$ cat src/rtl/adc_seq_cfg.svh
// constants for the sweep sequencer: register offsets, field positions, timing
// assumes inclusion by bare name from rtl and sim files
`ifndef ADC_SEQ_CFG_SVH
`define ADC_SEQ_CFG_SVH
`define CTRL_OFS 4'h0
`define STAT_OFS 4'h1
`define RES_OFS 4'h8
`define CTRL_START_BIT 0
`define CTRL_TRIG_SRC_BIT 1
`define CTRL_HWSEL_LO_BIT 2
`define CTRL_HWSEL_HI_BIT 3
`define CTRL_MODE_LO_BIT 4
`define CTRL_MODE_HI_BIT 5
`define CTRL_WIDTH_LO_BIT 6
`define CTRL_WIDTH_HI_BIT 7
`define CTRL_GROUP_LO_BIT 8
`define CTRL_GROUP_HI_BIT 9
`define CTRL_SS_TMR_EN_BIT 10
`define CTRL_RESET 32'h0000_0000
`define CONV_TIME_NS 1000
`define CLK_PERIOD_NS 40
`define CONV_CYCLES ((`CONV_TIME_NS + `CLK_PERIOD_NS - 1) / `CLK_PERIOD_NS)
`endif

$ cat src/rtl/adc_seq_pkg.sv
// types shared by the sweep sequencer files
// assumes nothing beyond a SystemVerilog compiler
package adc_seq_pkg;
  typedef enum logic [1:0] {mode_single, mode_sim_sample, mode_delay0, mode_rsvd} sweep_mode_t;
  typedef enum logic [1:0] {hw_ext_pin, hw_alt_timer, hw_freq_counter, hw_rsvd} hw_trig_t;
  typedef enum logic [2:0] {st_idle, st_sample, st_convert, st_wait_delay, st_done} seq_state_t;
endpackage

$ cat src/rtl/adc_sweep_trigger_sequencer.sv
// sweep and delayed-trigger sequencer of a multi-channel converter
// assumes timer underflows are one-cycle pulses on clk_i; the trigger pin
// and the converter data come from outside and are sampled here
//
// Local design decisions: the register addresses and the Avalon-MM register port.
`timescale 1ns/1ns
`include "adc_seq_cfg.svh"

// Summary of operation
// [RQ1] convert selected inputs one after another
// [RQ2] channels 0 and 1 sampled together
// [RQ3] software trigger: start bit write starts
// [RQ4] hardware trigger chosen by select bits
// [RQ5] pin falling edge starts once armed
// [RQ6] timer underflow starts once start bit set
// [RQ7] stop at sweep end, clear start bit (code clears it only for software trigger outside delay mode)
// [RQ8] writing zero to start halts conversion
// [RQ9] interrupt request at sequence completion
// [RQ10] widths: 2, 4, 6 or 8 channels
// [RQ11] software keeps sweep within one group
// [RQ12] each result in its own register
// [RQ13] sweep-start timer adds to simultaneous triggers
// [RQ14] delay mode: channel 1 waits delay timer
// [RQ15] repeat start before delay is ignored
// [RQ16] start during channel 1+ restarts sweep
// [RQ17] early delay samples channel 1 immediately
// [RQ18] delay mode stops after one sweep
// [RQ19] software never sets start in delay mode
// [RQ20] software loads delay timer larger
module adc_sweep_trigger_sequencer
  import adc_seq_pkg::*;
#(
  parameter int RES_W = 10,
  parameter int CHANS = 8
) (
  input wire logic clk_i,
  input wire logic rst_i,
  input wire logic [3:0] avs_address,
  input wire logic avs_read,
  input wire logic avs_write,
  input wire logic [31:0] avs_writedata,
  output logic [31:0] avs_readdata,
  output logic avs_waitrequest,
  input wire logic external_trigger_pin_i,
  input wire logic sweep_start_timer_uf_i,
  input wire logic delay_timer_uf_i,
  input wire logic alt_trigger_timer_uf_i,
  input wire logic freq_counter_uf_i,
  input wire logic [RES_W-1:0] conv_data_i,
  output logic sample_ch0_o,
  output logic sample_ch1_o,
  output logic [2:0] conv_channel_o,
  output logic [1:0] input_group_o,
  output logic converting_o,
  output logic conv_irq_o
);
  localparam int CW = $clog2(CHANS);
  // conversion time fixed at build; one counter serves every channel
  localparam logic [7:0] CONV_N = 8'(`CONV_CYCLES);

  logic [31:0] ctrl_reg;
  logic [2:0] pin_sync_reg;
  logic pin_level_reg;
  logic pin_fall;
  seq_state_t state_reg;
  logic [CW-1:0] chan_reg;
  logic [7:0] cnt_reg;
  logic ch1_held_reg;
  logic done_pulse;
  logic res_we;
  logic rd_pend_reg;
  logic rd_res_reg;
  logic [31:0] rd_ctrl_reg;
  logic [RES_W-1:0] res_data;
  logic start_bit;
  logic trig_src;
  hw_trig_t hw_sel;
  sweep_mode_t mode;
  logic [1:0] width_sel;
  logic [CW-1:0] last_chan;
  logic hw_trig;
  logic start_req;
  logic wr_ctrl;
  logic sw_halt;
  logic early_ch1;
  logic restart_ok;

  assign start_bit = ctrl_reg[`CTRL_START_BIT];
  assign trig_src = ctrl_reg[`CTRL_TRIG_SRC_BIT];
  assign hw_sel = hw_trig_t'(ctrl_reg[`CTRL_HWSEL_HI_BIT:`CTRL_HWSEL_LO_BIT]);
  assign mode = sweep_mode_t'(ctrl_reg[`CTRL_MODE_HI_BIT:`CTRL_MODE_LO_BIT]);
  assign width_sel = ctrl_reg[`CTRL_WIDTH_HI_BIT:`CTRL_WIDTH_LO_BIT];
  // 00..11 -> last channel 1, 3, 5, 7
  assign last_chan = CW'({width_sel, 1'b1}); // [RQ10]
  assign input_group_o = ctrl_reg[`CTRL_GROUP_HI_BIT:`CTRL_GROUP_LO_BIT]; // [RQ11]

  // trigger pin: three flops, change counts when second and third agree
  always_ff @(posedge clk_i)
  begin
    if (rst_i)
    begin
      pin_sync_reg <= 3'h7;
      pin_level_reg <= 1'b1;
    end
    else
    begin
      pin_sync_reg <= {pin_sync_reg[1:0], external_trigger_pin_i};
      if (pin_sync_reg[1] == pin_sync_reg[2])
      begin
        pin_level_reg <= pin_sync_reg[2];
      end
    end
  end
  assign pin_fall = pin_level_reg && (pin_sync_reg[1] == pin_sync_reg[2]) && !pin_sync_reg[2];

  always_comb
  begin
    unique case (hw_sel) // [RQ4]
      hw_ext_pin: hw_trig = pin_fall; // [RQ5]
      hw_alt_timer: hw_trig = alt_trigger_timer_uf_i; // [RQ6]
      hw_freq_counter: hw_trig = freq_counter_uf_i; // [RQ6]
      hw_rsvd: hw_trig = 1'b0;
    endcase
  end

  // outside delay mode, hardware triggers only count while the start bit is already armed
  assign wr_ctrl = avs_write && (avs_address == `CTRL_OFS);
  // a zero write halts in every mode, delay mode included
  assign sw_halt = wr_ctrl && !avs_writedata[`CTRL_START_BIT]; // [RQ8]
  always_comb
  begin
    start_req = 1'b0;
    if (mode == mode_delay0)
    begin
      start_req = sweep_start_timer_uf_i; // [RQ14]
    end
    else if (!trig_src)
    begin
      start_req = wr_ctrl && avs_writedata[`CTRL_START_BIT] && !start_bit; // [RQ3]
    end
    else if (start_bit)
    begin
      start_req = hw_trig || (mode == mode_sim_sample && ctrl_reg[`CTRL_SS_TMR_EN_BIT]
        && sweep_start_timer_uf_i); // [RQ13]
    end
  end

  // delay underflow while channel 0 converts: sample channel 1 now
  assign early_ch1 = (mode == mode_delay0) && delay_timer_uf_i && (state_reg == st_convert)
    && (chan_reg == '0); // [RQ17]

  // delay mode restarts only once channel 1 or a later one has begun
  assign restart_ok = (state_reg == st_idle) || (state_reg == st_done)
    || (mode == mode_delay0 && chan_reg != '0 && state_reg != st_wait_delay); // [RQ15] [RQ16]

  // control register; a software write wins over the hardware start clear
  always_ff @(posedge clk_i)
  begin
    if (rst_i)
    begin
      ctrl_reg <= `CTRL_RESET;
    end
    else if (wr_ctrl)
    begin
      ctrl_reg <= avs_writedata;
    end
    else if (done_pulse && !trig_src && mode != mode_delay0)
    begin
      ctrl_reg[`CTRL_START_BIT] <= 1'b0; // [RQ7]
    end
  end

  // sequencer
  always_ff @(posedge clk_i)
  begin
    if (rst_i)
    begin
      state_reg <= st_idle;
      chan_reg <= '0;
      cnt_reg <= 8'h00;
      ch1_held_reg <= 1'b0;
    end
    else if (sw_halt)
    begin
      state_reg <= st_idle; // [RQ8]
      ch1_held_reg <= 1'b0;
    end
    else if (start_req && restart_ok)
    begin
      // idle start, or delay-mode restart from channel 0 mid-sweep
      state_reg <= st_sample; // [RQ16]
      chan_reg <= '0;
      cnt_reg <= 8'h00;
      ch1_held_reg <= 1'b0;
    end
    else
    begin
      // a start pulse while channel 0 runs or waits falls through here [RQ15]
      if (early_ch1)
      begin
        ch1_held_reg <= 1'b1; // [RQ17]
      end
      unique case (state_reg)
        st_idle:
        begin
          cnt_reg <= 8'h00;
        end
        st_sample:
        begin
          state_reg <= st_convert;
          cnt_reg <= 8'h00;
        end
        st_convert:
        begin
          if (cnt_reg == CONV_N - 8'h01)
          begin
            cnt_reg <= 8'h00;
            if (chan_reg == last_chan)
            begin
              state_reg <= st_done; // [RQ18]
            end
            else if (mode == mode_delay0 && chan_reg == '0
              && !ch1_held_reg && !delay_timer_uf_i)
            begin
              state_reg <= st_wait_delay; // [RQ14]
              chan_reg <= chan_reg + CW'(1);
            end
            else
            begin
              chan_reg <= chan_reg + CW'(1); // [RQ1]
              // channel 1 was held with channel 0 or early: no new sample
              state_reg <= (chan_reg == '0 && mode != mode_single) ? st_convert : st_sample;
            end
          end
          else
          begin
            cnt_reg <= cnt_reg + 8'h01;
          end
        end
        st_wait_delay:
        begin
          // only the delay underflow moves on; start pulses are ignored
          if (delay_timer_uf_i)
          begin
            state_reg <= st_sample; // [RQ14]
          end
        end
        st_done:
        begin
          // one cycle only: it is the irq pulse and the start-bit clear
          state_reg <= st_idle;
        end
      endcase
    end
  end

  assign done_pulse = (state_reg == st_done);
  assign res_we = (state_reg == st_convert) && (cnt_reg == CONV_N - 8'h01);
  assign converting_o = (state_reg == st_sample) || (state_reg == st_convert);
  assign conv_irq_o = done_pulse; // [RQ9]

  // sample strobes: sim mode holds ch0 and ch1 together [RQ2]
  always_ff @(posedge clk_i)
  begin
    if (rst_i)
    begin
      sample_ch0_o <= 1'b0;
      sample_ch1_o <= 1'b0;
      conv_channel_o <= 3'h0;
    end
    else
    begin
      sample_ch0_o <= (state_reg == st_sample) && chan_reg == '0;
      sample_ch1_o <= ((state_reg == st_sample) && ((chan_reg == '0 && mode == mode_sim_sample)
        || (chan_reg == CW'(1)))) || early_ch1; // [RQ2] [RQ17]
      conv_channel_o <= 3'(chan_reg);
    end
  end

  // results held per channel [RQ12]
  result_mem #(
    .WIDTH(RES_W),
    .DEPTH(CHANS)
  ) u_result_mem (
    .clk_i(clk_i),
    .wr_en_i(res_we),
    .wr_addr_i(chan_reg),
    .wr_data_i(conv_data_i),
    .rd_addr_i(avs_address[CW-1:0]),
    .rd_data_o(res_data)
  );

  // bus: writes done in one cycle, reads wait one cycle for memory data
  always_ff @(posedge clk_i)
  begin
    if (rst_i)
    begin
      rd_pend_reg <= 1'b0;
      rd_res_reg <= 1'b0;
      rd_ctrl_reg <= 32'h0000_0000;
    end
    else
    begin
      rd_pend_reg <= avs_read && !rd_pend_reg;
      rd_res_reg <= avs_address >= `RES_OFS;
      unique case (avs_address)
        `CTRL_OFS: rd_ctrl_reg <= ctrl_reg;
        `STAT_OFS: rd_ctrl_reg <= {26'h0, converting_o, state_reg == st_wait_delay,
          1'b0, 3'(chan_reg)};
        default: rd_ctrl_reg <= 32'h0000_0000;
      endcase
    end
  end
  assign avs_waitrequest = avs_read && !rd_pend_reg;
  assign avs_readdata = rd_res_reg ? 32'(res_data) : rd_ctrl_reg;
endmodule

$ cat src/rtl/result_mem.sv
// per-channel conversion result store with registered read data
// assumes one writer and one reader on clk_i
`timescale 1ns/1ns
module result_mem #(
  parameter int WIDTH = 10,
  parameter int DEPTH = 8
) (
  input wire logic clk_i,
  input wire logic wr_en_i,
  input wire logic [$clog2(DEPTH)-1:0] wr_addr_i,
  input wire logic [WIDTH-1:0] wr_data_i,
  input wire logic [$clog2(DEPTH)-1:0] rd_addr_i,
  output logic [WIDTH-1:0] rd_data_o
);
  logic [WIDTH-1:0] mem_reg [DEPTH];

  always_ff @(posedge clk_i)
  begin
    if (wr_en_i)
    begin
      mem_reg[wr_addr_i] <= wr_data_i;
    end
  end

  always_ff @(posedge clk_i)
  begin
    rd_data_o <= mem_reg[rd_addr_i];
  end
endmodule

$ cat config.mk
export PLATFORM = sky130hd
export DESIGN_NAME = adc_sweep_trigger_sequencer
export DESIGN_NICKNAME = d
export VERILOG_FILES = /design/src/rtl/adc_seq_pkg.sv /design/src/rtl/adc_sweep_trigger_sequencer.sv /design/src/rtl/result_mem.sv
export VERILOG_INCLUDE_DIRS = /design/src /design/src/rtl
export SDC_FILE = /design/constraint.sdc
export NUM_CORES = 1
export LEC_CHECK = 0
export BUFFER_PORTS_ARGS = -buffer_cell sky130_fd_sc_hd__buf_2
export CORE_ASPECT_RATIO = 2
export CORE_MARGIN = 3
export CORE_UTILIZATION = 36
export DETAILED_ROUTE_END_ITERATION = 6
export MAX_ROUTING_LAYER = met4
export SLEW_MARGIN = 20
export SYNTH_ARGS = -nofsm -noshare
export SYNTH_HDL_FRONTEND = slang
export SYNTH_SLANG_ARGS = --single-unit
$ cat constraint.sdc
create_clock -name clk_i -period 2.7 [get_ports clk_i]
set_clock_uncertainty 0.1 [all_clocks]
set_input_delay 0.405 -clock clk_i [delete_from_list [all_inputs] [get_ports clk_i]]
set_output_delay 0.405 -clock clk_i [all_outputs]
set_load 0.005 [all_outputs]
# Yosys cells after proc, flatten, opt, wreduce, memory -nomap -nowiden
# Memories as Yosys holds them, arrays and structs flattened. A register that Yosys moved wholly into a read port is not among the register bits.
# Index checks and enable logic that the tools add are counted.
word_totals:
  out_inout_bits: 42
  mem_count: 1
  elab_cells: 122
  reg_bits: 90
  mem_bits_rw: 80
memory_table:
  columns: ["name", "depth", "word_bits", "read_ports", "rd_clocked_by_memory_dff", "wr", "line", "rtl"]
  rows:
  - ["u_result_mem.mem_reg", 8, 10, 1, 1, 1, "result_mem.sv:15", "logic [WIDTH-1:0] mem_reg [DEPTH];"]
classes:
  add_sub_neg: 2
  n_reduce_logical: 57
  n_eq_ne: 21
  n_bitwise: 1
  n_mux: 24
  n_lt_le_gt_ge: 1
op_table:
  columns: ["cell", "n"]
  rows:
  - ["$pmux 32 s2", 1]
  - ["$mux 32", 1]
  - ["$logic_and 1x1->1", 25]
  - ["$mux 3", 7]
  - ["$mux 8", 2]
  - ["$pmux 8 s2", 1]
  - ["$pmux 3 s4", 1]
  - ["$add 8x1->8 const B", 1]
  - ["$eq 8x5->1 const B", 1]
  - ["$mux 1", 8]
  - ["$reduce_bool 2->1", 4]
  - ["$logic_not 1->1", 7]
  - ["$eq 2x2->1 const B", 3]
  - ["$eq 3x1->1 const B", 2]
  - ["$eq 3x2->1 const B", 2]
  - ["$logic_not 3->1", 2]
  - ["$logic_or 1x1->1", 6]
  - ["$ne 2x2->1 const B", 3]
  - ["$reduce_and 3->1", 2]
  - ["$reduce_bool 3->1", 2]
  - ["$reduce_bool 5->1", 1]
  - ["$eq 2x1->1 const B", 2]
  - ["$eq 4x1->1 const B", 1]
  - ["$ge 4x4->1 const B", 1]
  - ["other kinds (18)", 20]

# Depth between registers and ports, before layout
# Gate-level depths: netlist (run 1).
depth:
  ltp_word: 11
  mapped_depth: 10

# By module
# From an unflattened synthesis (run 1), not the netlist that was laid out.
unflattened:
  cells_unflattened: 583
  area_unflattened_um2: 7141.8
by_module_without_submodules:
  columns: ["module", "cells_per_inst", "area_per_inst_um2", "n_inst", "seq_area_each_um2"]
  rows:
  - ["adc_sweep_trigger_sequencer", 445, 3808.7, 1, 1801.7]
  - ["result_mem", 138, 3333.2, 1, 2602.5]

# Least setup slack after synthesis (run 1)
# OpenSTA, ideal clock, no wires.
synth_path:
  path_type: "reg-to-reg"
  start: "register state_reg[0]"
  end: "memory u_result_mem.mem_reg[1][0] (enable)"
  n_path_buf: 1
  setup_ps: 390
  stages_incl_launch_ff: 6
  required_ps: 2210
  t_arrival_ps: 1971
  period_less_slack_ps: 2460
  setup_slack_ps: 240
  path_cell_list: "dfxtp_1 -> clkbuf_1 -> or3b_2 -> nor2_1 -> nand2_1 -> nor3_1"
synth_between:
  elab_chain_len: 4
synth_rtl:
  columns: ["element", "line", "rtl"]
  rows:
  - ["start, declared", "adc_sweep_trigger_sequencer.sv:65", "seq_state_t state_reg;"]
  - ["start signal, assigned", "adc_sweep_trigger_sequencer.sv:178", "state_reg <= st_idle;"]
  - ["start signal, assigned", "adc_sweep_trigger_sequencer.sv:185", "state_reg <= st_idle;"]
  - ["start signal, assigned", "adc_sweep_trigger_sequencer.sv:191", "state_reg <= st_sample;"]
  - ["$eq 3x2->1", "adc_sweep_trigger_sequencer.sv:258", "assign res_we = (state_reg == st_convert) && (cnt_reg == CONV_N - 8'h01);"]
  - ["$logic_and 1x1->1", "adc_sweep_trigger_sequencer.sv:258", null]
  - ["$mux 1", "result_mem.sv:19", "if (wr_en_i)"]
  - ["$mux 1 (not written as such)", "result_mem.sv:21", "mem_reg[wr_addr_i] <= wr_data_i;"]
  - ["end, declared", "result_mem.sv:15", null]
# Every way passes these cells.

# Worst setup path in the final report (run 1)
layout_path:
  start: "register chan_reg[0]"
  end: "register cnt_reg[4]"
layout_between:
  elab_chain_len: 7
  elab_cells_between_ends: 8
layout_rtl:
  columns: ["element", "line", "rtl"]
  rows:
  - ["start, declared", "adc_sweep_trigger_sequencer.sv:66", "logic [CW-1:0] chan_reg;"]
  - ["start signal, assigned", "adc_sweep_trigger_sequencer.sv:226", "chan_reg <= chan_reg + CW'(1);"]
  - ["start signal, assigned", "adc_sweep_trigger_sequencer.sv:230", "chan_reg <= chan_reg + CW'(1);"]
  - ["$reduce_bool 3->1 (*)", "adc_sweep_trigger_sequencer.sv:154", "|| (mode == mode_delay0 && chan_reg != '0 && state_reg != st_wait_delay);"]
  - ["$logic_and 1x1->1 (*) (2 in series)", "adc_sweep_trigger_sequencer.sv:154", null]
  - ["$logic_or 1x1->1 (*)", "adc_sweep_trigger_sequencer.sv:154", null]
  - ["$logic_and 1x1->1 (*)", "adc_sweep_trigger_sequencer.sv:188", "else if (start_req && restart_ok)"]
  - ["$reduce_bool 3->1 (no source line)", null, null]
  - ["$reduce_and 2->1 (no source line)", null, null]
  - ["end signal, assigned", "adc_sweep_trigger_sequencer.sv:237", "cnt_reg <= cnt_reg + 8'h01;"]
  - ["end, declared", "adc_sweep_trigger_sequencer.sv:67", "logic [7:0] cnt_reg;"]
# Mark *: on every way between the ends. The rest lies on a longest branch, timed or not.
# A chain may end at the register's enable or synchronous reset.

==> results.md, run 1 <==
* Outcome: finished, final reports clean
* Buffers on Ports at 96
* Largest net degree at the start of global routing at 42
* Post-route setup slack at 0.233 ns
* Worst flop-to-flop path startpoint: chan_reg[0]
* Worst setup path start: chan_reg[0]
* Period minus WS final at 2.47 ns
* Total die area at 0.0211 mm²
* Commonest non-fill, non-tap cells in the layout: dfxtp_1 (99), buf_2 (96), edfxtp_1 (80), nand2_1 (79), a21oi_1 (44)
* Initial core utilization at 36.7%
* #FFs+latches synth at 180
* Post-CTS setup buffers at 0
* Final Slew Violations at 0
* Synth unique cells at 50
* Post-synth ARST share at 0%
* Worst VDD drop at 0.548 mV
* Max-cap viol count at 0
* Io pins at 97
* Slowest CP cell: or4_1
* Dominant synthesized flop cell: dfxtp_1
* CP endpoint kind: flip-flop
* NetSw at 0.00118 W
* CP Capture Point: cnt_reg[4]
* WP data required at 2.94 ns
* Vias per std cell at 4.93
* Worst-Margin Slew at 0.694 ns
* R2R Path End: cnt_reg[4]
* P_leak at 3.12 nW
* Switching Fraction at 21.2%
* Per-cell routed wire length at 17.1 µm
* CTS tree: built
* Synthesis-to-layout area growth at 20.4%
* Vias in the first global route at 4890
* Global-route wire length before repair at 25.4 mm
* Global placement routability congestion at 0.812
* Layout cell share with drive strength beyond 1 at 29.3%
* Number of routed nets with antenna violations at 0
* All-Layer GR Usage at 16.1%
* Rows at 71
* WP data arrival at 2.71 ns
* Final Instance Area at 0.00837 mm²
* Core Area at 0.0189 mm²
* Cells after Synth at 566
* Max reg flops at 80
* Part of the power in registers at 51.7%
* PwrDens at 665 mW/mm²
* Worst hold path type: primary input to flip-flop
* Clock buffer depth at 2
* Setup TNS at 0 ns
* Syn nets at 626
* Initial DRT Pass Iterations at 4
* DIE WIDTH at 104 µm
* Clock power frac at 44.5%
* # fillers at 1717
* RSZ-0062 raised after global routing: false
* Power Internal at 0.00438 W
* Clock Tree Root: clkbuf_16
* Comb pwr share at 3.7%
* Clk_lat worst skew at 0.43 ns
* Reg clk slew, reported paths at 0.07 ns
* ANT cells at 0
* Vias post-DR at 4622
* Fin crit share at 91.4%
* Number of flops mapped to enable cells by yosys at 80
* Critical path type: flip-flop to flip-flop
* Fmax at 405 MHz
* Placed cell areas at 0.00777 mm²
* Setup violations, final at 0
* Mapped cell area at 0.00695 mm²
* Yosys warnings at 0
* Final hold violation count at 0
* Die Span Y at 202 µm
* Startpoint types: flip-flop
* 1st-iter DRT viols at 180
* Clk sinks at 180
* Worst reg2reg setup slack at 0.23 ns
* Max FO, Critical Path at 11
* Setup WS pre-CTS at 0.175 ns
* Nets at 730
* Cells on worst reg2reg path at 8
* Number of remaining DRC errors at 0
* CTS buffer count at 17
* Commonest non-fill, non-tap cell in the layout: dfxtp_1
* Worst path cell trace: inv_1 > ha_1 > nand2b_1 > o2111a_1 > a21oi_1 > a32o_1 > or4_1 > a211oi_1
* Htree depth at 4
* Sequential share of the synthesized area at 63.4%
* Post-Route WL at 16.0 mm
* Worst path max stage delay at 0.51 ns
* Initial antenna violation count at 0
* Synth Area per Inst at 12.3 µm²
* Grt ovf at 0
* Relative slew slack at 53.7%
* Final HPWL DP at 11.4 mm
* Final Core Density at 44.2%
metal layers:
| metal | global-route usage, % | routed length (µm) | vias to the layer above |
|---|---|---|---|
| li1 | - | - | 2215 |
| met2 | 29.4 | 8840 | 132 |
| met5 | - | 0 | - |
| met1 | 16.1 | 5850 | 2242 |
| met4 | 7.94 | 511 | 0 |
| met3 | 3.50 | 798 | 33 |
critical path, delay by kind of cell (launching register included):
family | cells | cell delay (ns)
flip-flops | 1 | 0.41
AO/OA/AOI/OAI | 4 | 0.92
buffers and inverters | 1 | 0.09
AND/OR/NAND/NOR | 2 | 0.65
adder cells (fa/ha/maj) | 1 | 0.21
through the flow:
stage | hold WS [ns] | instances | power (W)
detailed placement | 0.293 | 906 | 0.00315
global route | 0.0745 | 938 | 0.00576
finish | 0.0723 | 938 | 0.00556
global placement | 0.296 | 906 | 0.00314
floorplan | 0.289 | 566 | 0.00304
CTS | 0.0550 | 938 | 0.00563
worst min-delay path by stage:
stage | slack, ns | cells after the start | startpoint | to
2_1_floorplan | 0.29 | 1 | pin_sync_reg[0] | pin_sync_reg[1]
3_3_place_gp | 0.30 | 1 | pin_sync_reg[0] | pin_sync_reg[1]
3_5_place_dp | 0.29 | 1 | pin_sync_reg[0] | pin_sync_reg[1]
4_1_cts | 0.05 | 2 | external_trigger_pin_i | pin_sync_reg[0]
5_1_grt | 0.07 | 2 | external_trigger_pin_i | pin_sync_reg[0]
6_report | 0.07 | 2 | external_trigger_pin_i | pin_sync_reg[0]
cells by family (layout without fill, tap and decap cells):
family | after synthesis | after routing | synth area share [%]
and+or+nand+nor | 208 | 208 | 15.1
DFF | 180 | 180 | 63.4
AOI/OAI and AO/OA | 78 | 78 | 6.77
buffers and inverters | 46 | 163 | 2.86
muxes | 44 | 44 | 10.3
adders and majority gates | 5 | 5 | 0.901
xor gates and xnor gates | 5 | 5 | 0.630
cell type report:
class	instances	area (µm²)	area share, %
clock buffers	17	425	5.09
flip-flops and latches	180	4410	52.7
multi-input cells	340	2350	28.1
inverters	12	45.0	0.538
repair buffers	119	653	7.81
well taps	255	319	3.81
clock inverters	15	168	2.00
repair_timing:
item,CTS,global route
setup endpoints to repair,0,2
resized for setup,0,1
hold buffers,0,0
endpoints found under the hold margin,0,0
cells in the mapped netlist, types with 6 or more instances:
cell,instances,area [µm²]
nand2_1,79,297
mux2_2,20,225
and2_1,27,169
inv_1,12,45.0
dfxtp_1,100,2000
a211oi_1,8,60.1
mux4_2,20,450
nor3_1,6,30.0
clkbuf_1,24,90.1
a21oi_1,44,220
nand2b_1,9,56.3
nor2b_1,27,169
nand3_1,9,45.0
edfxtp_1,80,2400
nor2_1,23,86.3
power by group through the flow:
stage	clock (W)	sequential (W)	combinational, W
final	0.00248	0.00288	0.000208
after CTS	0.00254	0.00288	0.000211
after global routing	0.00265	0.00288	0.000229
after floorplan	0	0.00293	0.000115
after global placement	0	0.00294	0.000205
after detailed placement	0	0.00294	0.000211
Note: power is estimated with default switching activity, not from simulation.
==> inputs of run 2 (changes only) <==
PLACE_DENSITY_LB_ADDON = 0.15   (was unset)
==> run 2 against run 1 <==
Net effect:
- combinational power hardly changed
- non-clock buffer count increased by 1
- highest routed layer unchanged
- sequential cell count unchanged
- critical path depth decreased by 3
- final area shrank 0.39%
- fmax is 4.3% higher
- final cell count is 0.11% higher
- largest cell class unchanged
- routed wire length increased by 4.0%
==> results.md, run 2 (synthesized netlist as in run 1, its figures left out) <==
* Outcome: finished, final reports clean (unchanged)
* Worst path cell trace: or3b_2 > nor4_1 > nand2_1 > xor2_1 > nor3_1 (was inv_1 > ha_1 > nand2b_1 > o2111a_1 > a21oi_1 > a32o_1 > or4_1 > a211oi_1)
* DIE WIDTH at 104 µm (unchanged)
* Io pins at 97 (unchanged)
* Met2 wire len at 9.10 mm (was 8.84 mm)
* Layout cell share with drive strength beyond 1 at 29.1% (was 29.3%)
* Post_cts resized at 0 (unchanged)
* Final Instance Area at 0.00833 mm² (was 0.00837 mm²)
* Max reg flops at 80 (unchanged)
* Fin crit share at 87.6% (was 91.4%)
* Initial DRT Pass Iterations at 4 (unchanged)
* Core Area at 0.0189 mm² (unchanged)
* Clk_lat worst skew at 0.43 ns (about the same)
* Vias per std cell at 4.92 (was 4.93)
* Global placement routability congestion at 0.827 (was 0.812)
* Worst path max stage delay at 0.67 ns (was 0.51 ns)
* CP endpoint kind: flip-flop (unchanged)
* P_leak at 3.10 nW (was 3.12 nW)
* Global-route wire length before repair at 26.1 mm (was 25.4 mm)
* Setup TNS at 0 ns (unchanged)
* Reg clk slew, reported paths at 0.07 ns (about the same)
* Final HPWL DP at 11.6 mm (was 11.4 mm)
* Setup WS pre-CTS at 0.263 ns (was 0.175 ns)
* Clock buffer depth at 2 (unchanged)
* Rows at 71 (unchanged)
* Final hold violation count at 0 (unchanged)
* Synthesis-to-layout area growth at 20.0% (was 20.4%)
* Post-Route WL at 16.6 mm (was 16.0 mm)
* Initial core utilization at 36.7% (unchanged)
* Final Slew Violations at 0 (unchanged)
* Worst hold path type: primary input to flip-flop (unchanged)
* Max-cap viol count at 0 (unchanged)
* Clock Tree Root: clkbuf_16 (unchanged)
* Worst VDD drop at 0.444 mV (was 0.548 mV)
* Period minus WS final at 2.36 ns (was 2.47 ns)
* Number of routed nets with antenna violations at 0 (unchanged)
* Non-filler cells, final at 939 (was 938)
* CTS tree: built (unchanged)
* Fmax at 423 MHz (was 405 MHz)
* Worst-Margin Slew at 0.745 ns (was 0.694 ns)
* Highest Signal Layer: met4 (unchanged)
* WP data arrival at 2.62 ns (was 2.71 ns)
* ANT cells at 0 (unchanged)
* Met3 routed WL at 610 µm (was 798 µm)
* Startpoint types: flip-flop (unchanged)
* Placed cell areas at 0.00778 mm² (was 0.00777 mm²)
* Post-CTS setup buffers at 0 (unchanged)
* DP Cell Count at 907 (was 906)
* Post-route setup slack at 0.335 ns (was 0.233 ns)
* CTS Hold Bufs at 0 (unchanged)
* Max FO, Critical Path at 12 (was 11)
* Commonest non-fill, non-tap cells in the layout: dfxtp_1 (100), buf_2 (96), edfxtp_1 (80), nand2_1 (79), a21oi_1 (44) (was dfxtp_1 (99), buf_2 (96), edfxtp_1 (80), nand2_1 (79), a21oi_1 (44))
* 1st-iter DRT viols at 170 (was 180)
* Vias post-DR at 4621 (was 4622)
* CTS buffer count at 17 (unchanged)
* WP data required at 2.95 ns (was 2.94 ns)
* Number of remaining DRC errors at 0 (unchanged)
* Die Span Y at 202 µm (unchanged)
* Clk sinks at 180 (unchanged)
* Critical path type: flip-flop to flip-flop (unchanged)
* RSZ-0062 raised after global routing: false (unchanged)
* Total die area at 0.0211 mm² (unchanged)
* PwrDens at 652 mW/mm² (was 665 mW/mm²)
* Grt ovf at 0 (unchanged)
* Initial antenna violation count at 0 (unchanged)
* All-Layer GR Usage at 16.9% (was 16.1%)
* Slowest CP cell: nor4_1 (was or4_1)
* Commonest non-fill, non-tap cell in the layout: dfxtp_1 (unchanged)
* Nets at 731 (was 730)
* Largest net degree at the start of global routing at 43 (was 42)
* M1 WL at 6.41 mm (was 5.85 mm)
* Setup violations, final at 0 (unchanged)
* Per-cell routed wire length at 17.7 µm (was 17.1 µm)
* Relative slew slack at 50.3% (was 53.7%)
* Vias in the first global route at 4873 (was 4890)
* Htree depth at 4 (unchanged)
* Buffers on Ports at 96 (unchanged)
==> run 2: metrics by stage <==
step	utilization, %	power, W	hold slack (ns)
2_1_floorplan	-	0.00304	0.289
3_3_place_gp	41.1	0.00315	0.304
3_5_place_dp	41.1	0.00315	0.311
4_1_cts	44.0	0.00550	0.0562
5_1_grt	44.0	0.00563	0.0608
6_report	44.0	0.00543	0.0814
==> run 2: final timing paths <==
path	startpoint	endpoint	slack, ns	cells past startpoint
worst min-delay path	external_trigger_pin_i	pin_sync_reg[0]	0.08	2
worst max-delay path	state_reg[1]	chan_reg[2]	0.34	5
worst max register to register	state_reg[1]	chan_reg[2]	0.34	5
worst min register to register	pin_sync_reg[0]	pin_sync_reg[1]	0.32	1
==> run 2: layout make-up <==
| type | count | area (µm²) |
|---|---|---|
| Clock buffer | 19 | 443 |
| Clock inverter | 13 | 111 |
| Fill cell | 1797 | 10600 |
| Inverter | 12 | 45.0 |
| Multi-Input combinational cell | 340 | 2350 |
| Sequential cell | 180 | 4400 |
| Tap cell | 255 | 319 |
| Timing Repair Buffer | 120 | 661 |
==> run 2: report_power, final <==
group	internal, W	switching [W]	leakage (nW)
sequential	0.00286	0.0000143	1.53
combinational	0.0000996	0.000110	1.29
clock	0.00127	0.00108	0.280
==> run 2: critical path: cells and delay by family (launching register included) <==
kind          cells  cell delay [ns]
xor+xnor          1             0.16
simple gates      4             1.48
flops             1             0.55
==> run 2: per-layer routing <==
metal	up-vias	track usage, %
met5	-	-
met4	0	8.27
met3	37	3.44
met2	122	30.4
met1	2250	17.3
li1	2212	-
==> inputs of run 3 (changes only) <==
ABC_AREA = 1   (was unset)
==> run 3 against run 2 <==
Net effect:
- synthesized cell count increased by 20%
- highest routed layer unchanged
- final cell count up 11%
- core utilization grew 0.073 points
- setup slack improved by 0.10 ns
- critical path type is now flip-flop to output pin
==> results.md, run 3 <==
* Outcome: finished, final reports clean (unchanged)
* Commonest non-fill, non-tap cell in the layout: dfxtp_1 (unchanged)
* Max-cap viol count at 0 (unchanged)
* All-Layer GR Usage at 17.7% (was 16.9%)
* Global-route wire length before repair at 28.1 mm (was 26.1 mm)
* Final Slew Violations at 0 (unchanged)
* Nets at 833 (was 731)
* Initial antenna violation count at 1 (was 0)
* Sequential share of the synthesized area at 63.2% (was 63.4%)
* CTS buffer count at 17 (unchanged)
* Worst-Margin Slew at 0.862 ns (was 0.745 ns)
* WP data arrival at 1.76 ns (was 2.62 ns)
* Vias post-DR at 5202 (was 4621)
* Area leader, netlist: edfxtp_1 (unchanged)
* Die Span Y at 203 µm (was 202 µm)
* Period minus WS final at 2.26 ns (was 2.36 ns)
* Relative slew slack at 42.5% (was 50.3%)
* DIE WIDTH at 104 µm (about the same)
* RSZ-0062 raised after global routing: false (unchanged)
* Reg clk slew, reported paths at 0.08 ns (was 0.07 ns)
* Fmax at 442 MHz (was 423 MHz)
* Vias per std cell at 4.99 (was 4.92)
* Grt ovf at 0 (unchanged)
* Htree depth at 4 (unchanged)
* Clock Tree Root: clkbuf_16 (unchanged)
* Initial core utilization at 36.9% (was 36.7%)
* Final hold violation count at 0 (unchanged)
* Per-cell routed wire length at 17.0 µm (was 17.7 µm)
* Final Instance Area at 0.00835 mm² (was 0.00833 mm²)
* Final HPWL DP at 12.2 mm (was 11.6 mm)
* Post-CTS setup buffers at 0 (unchanged)
* CTS Hold Bufs at 0 (unchanged)
* Clk_lat worst skew at 0.44 ns (was 0.43 ns)
* Syn nets at 737 (was 626)
* Worst hold path type: primary input to flip-flop (unchanged)
* Critical path type: flip-flop to output pin (was flip-flop to flip-flop)
* Synth cell count leaders: dfxtp_1 (100), edfxtp_1 (80), inv_1 (71) (was dfxtp_1 (100), edfxtp_1 (80), nand2_1 (79))
* Final Core Density at 44.1% (was 44.0%)
* Layout cell share with drive strength beyond 1 at 23.2% (was 29.1%)
* Startpoint types: flip-flop (unchanged)
* Dominant synthesized flop cell: dfxtp_1 (unchanged)
* Synth Area per Inst at 10.3 µm² (was 12.3 µm²)
* Area fraction of the dominant cell type after synthesis at 34.4% (was 34.6%)
* Max reg flops at 80 (unchanged)
* Max FO, Critical Path at 12 (unchanged)
* Synth area leaders: edfxtp_1 (34%), dfxtp_1 (29%), o21ai_0 (4.0%) (was edfxtp_1 (35%), dfxtp_1 (29%), mux4_2 (6.5%))
* Number of routed nets with antenna violations at 0 (unchanged)
* Total die area at 0.0212 mm² (was 0.0211 mm²)
* Commonest non-fill, non-tap cells in the layout: dfxtp_1 (100), buf_2 (96), edfxtp_1 (80), inv_1 (71), nor2_1 (62) (was dfxtp_1 (100), buf_2 (96), edfxtp_1 (80), nand2_1 (79), a21oi_1 (44))
* CP endpoint kind: output pin (was flip-flop)
* Clock buffer depth at 2 (unchanged)
* Number of remaining DRC errors at 0 (unchanged)
* WP data required at 2.19 ns (was 2.95 ns)
* P_leak at 3.18 nW (was 3.10 nW)
* Initial DRT Pass Iterations at 5 (was 4)
* Post-Route WL at 17.7 mm (was 16.6 mm)
* Buffers on Ports at 96 (unchanged)
* Placed cell areas at 0.00775 mm² (was 0.00778 mm²)
* Io pins at 97 (unchanged)
* Synthesis-to-layout area growth at 19.7% (was 20.0%)
* CTS tree: built (unchanged)
* Rows at 71 (unchanged)
* Post-synth ARST share at 0% (unchanged)
* Cells after Synth at 677 (was 566)
* #FFs+latches synth at 180 (unchanged)
* Yosys warnings at 0 (unchanged)
* Most frequent cell after synthesis: dfxtp_1 (unchanged)
* Vias in the first global route at 5293 (was 4873)
* Clk sinks at 180 (unchanged)
* Setup TNS at 0 ns (unchanged)
* Post_cts resized at 0 (unchanged)
* Synth unique cells at 42 (was 50)
* PwrDens at 722 mW/mm² (was 652 mW/mm²)
* Largest net degree at the start of global routing at 63 (was 43)
* Setup violations, final at 0 (unchanged)
* Mapped cell area at 0.00697 mm² (was 0.00695 mm²)
* Number of flops mapped to enable cells by yosys at 80 (unchanged)
* Worst VDD drop at 0.429 mV (was 0.444 mV)
* Fin crit share at 83.9% (was 87.6%)
* Core Area at 0.0189 mm² (unchanged)
* 1st-iter DRT viols at 225 (was 170)
* Global placement routability congestion at 0.895 (was 0.827)
-- run 3: cell count changes after synthesis, moves of 9 or more --
cell | previous run | this run
a221oi_1 | 0 | 17
a22oi_1 | 0 | 10
and2_1 | 27 | 1
inv_1 | 12 | 71
mux2_2 | 20 | 10
mux4_2 | 20 | 0
nand2_1 | 79 | 51
nand2b_1 | 9 | 0
nor2_1 | 23 | 62
nor2b_1 | 27 | 0
nor3_1 | 6 | 39
o21a_1 | 0 | 18
o21ai_0 | 5 | 56
-- run 3: where the power goes --
| part | internal [W] | switching, W | total [W] |
|---|---|---|---|
| clock network | 0.00129 | 0.00118 | 0.00247 |
| registers | 0.00289 | 0.0000519 | 0.00295 |
| logic | 0.000209 | 0.000403 | 0.000612 |
-- run 3: layout make-up --
class	count	area [µm²]
Fill cell	1835	10600
Sequential cell	180	4400
Multi-Input combinational cell	380	2110
Timing Repair Buffer	115	623
Clock buffer	17	425
Tap cell	255	319
Inverter	79	299
Clock inverter	15	168
Antenna cell	1	2.50
-- run 3: metrics by stage --
step	setup slack, ns	hold slack, ns	instances	power [W]
6_report	0.435	0.0754	1042	0.00603
5_1_grt	0.236	0.0556	1042	0.00628
4_1_cts	0.409	0.0520	1041	0.00609
3_5_place_dp	0.476	0.322	1009	0.00361
3_3_place_gp	0.589	0.305	1009	0.00360
2_1_floorplan	0.487	0.289	677	0.00338
-- run 3: worst paths after layout --
kind / start / endpoint / slack (ns) / cells past startpoint
min reg2reg: rd_pend_reg / rd_pend_reg / 0.34 / 1
min: external_trigger_pin_i / pin_sync_reg[0] / 0.08 / 2
max reg2reg: chan_reg[1] / cnt_reg[2] / 0.44 / 10
max: rd_res_reg / avs_readdata[4] / 0.44 / 2
-- run 3: kinds of logic (layout without fill, tap and decap cells) --
logic type	count (synthesis)	after routing	share of synthesized area (%)
AO/OA/AOI/OAI	165	165	14.4
adder cells (fa/ha/maj)	5	5	0.897
flip-flops	180	180	63.2
multiplexers	10	10	1.61
other	0	1	0
XOR/XNOR	6	6	0.753
AND/OR/NAND/NOR	194	194	12.6
buffers and inverters	117	226	6.66
-- run 3: metal layers --
layer  vias up  GRT usage, %  routed length (µm)
met4         0          8.46                 555
met1      2491          19.0                7010
li1       2535             -                   -
met5         -             -                   0
met2       150          30.9                9350
met3        26          3.60                 767
-- run 3: critical path: stages (launching register included) --
cell     delay, ns
dfxtp_1       0.75
mux2_2        0.44
buf_2         0.13
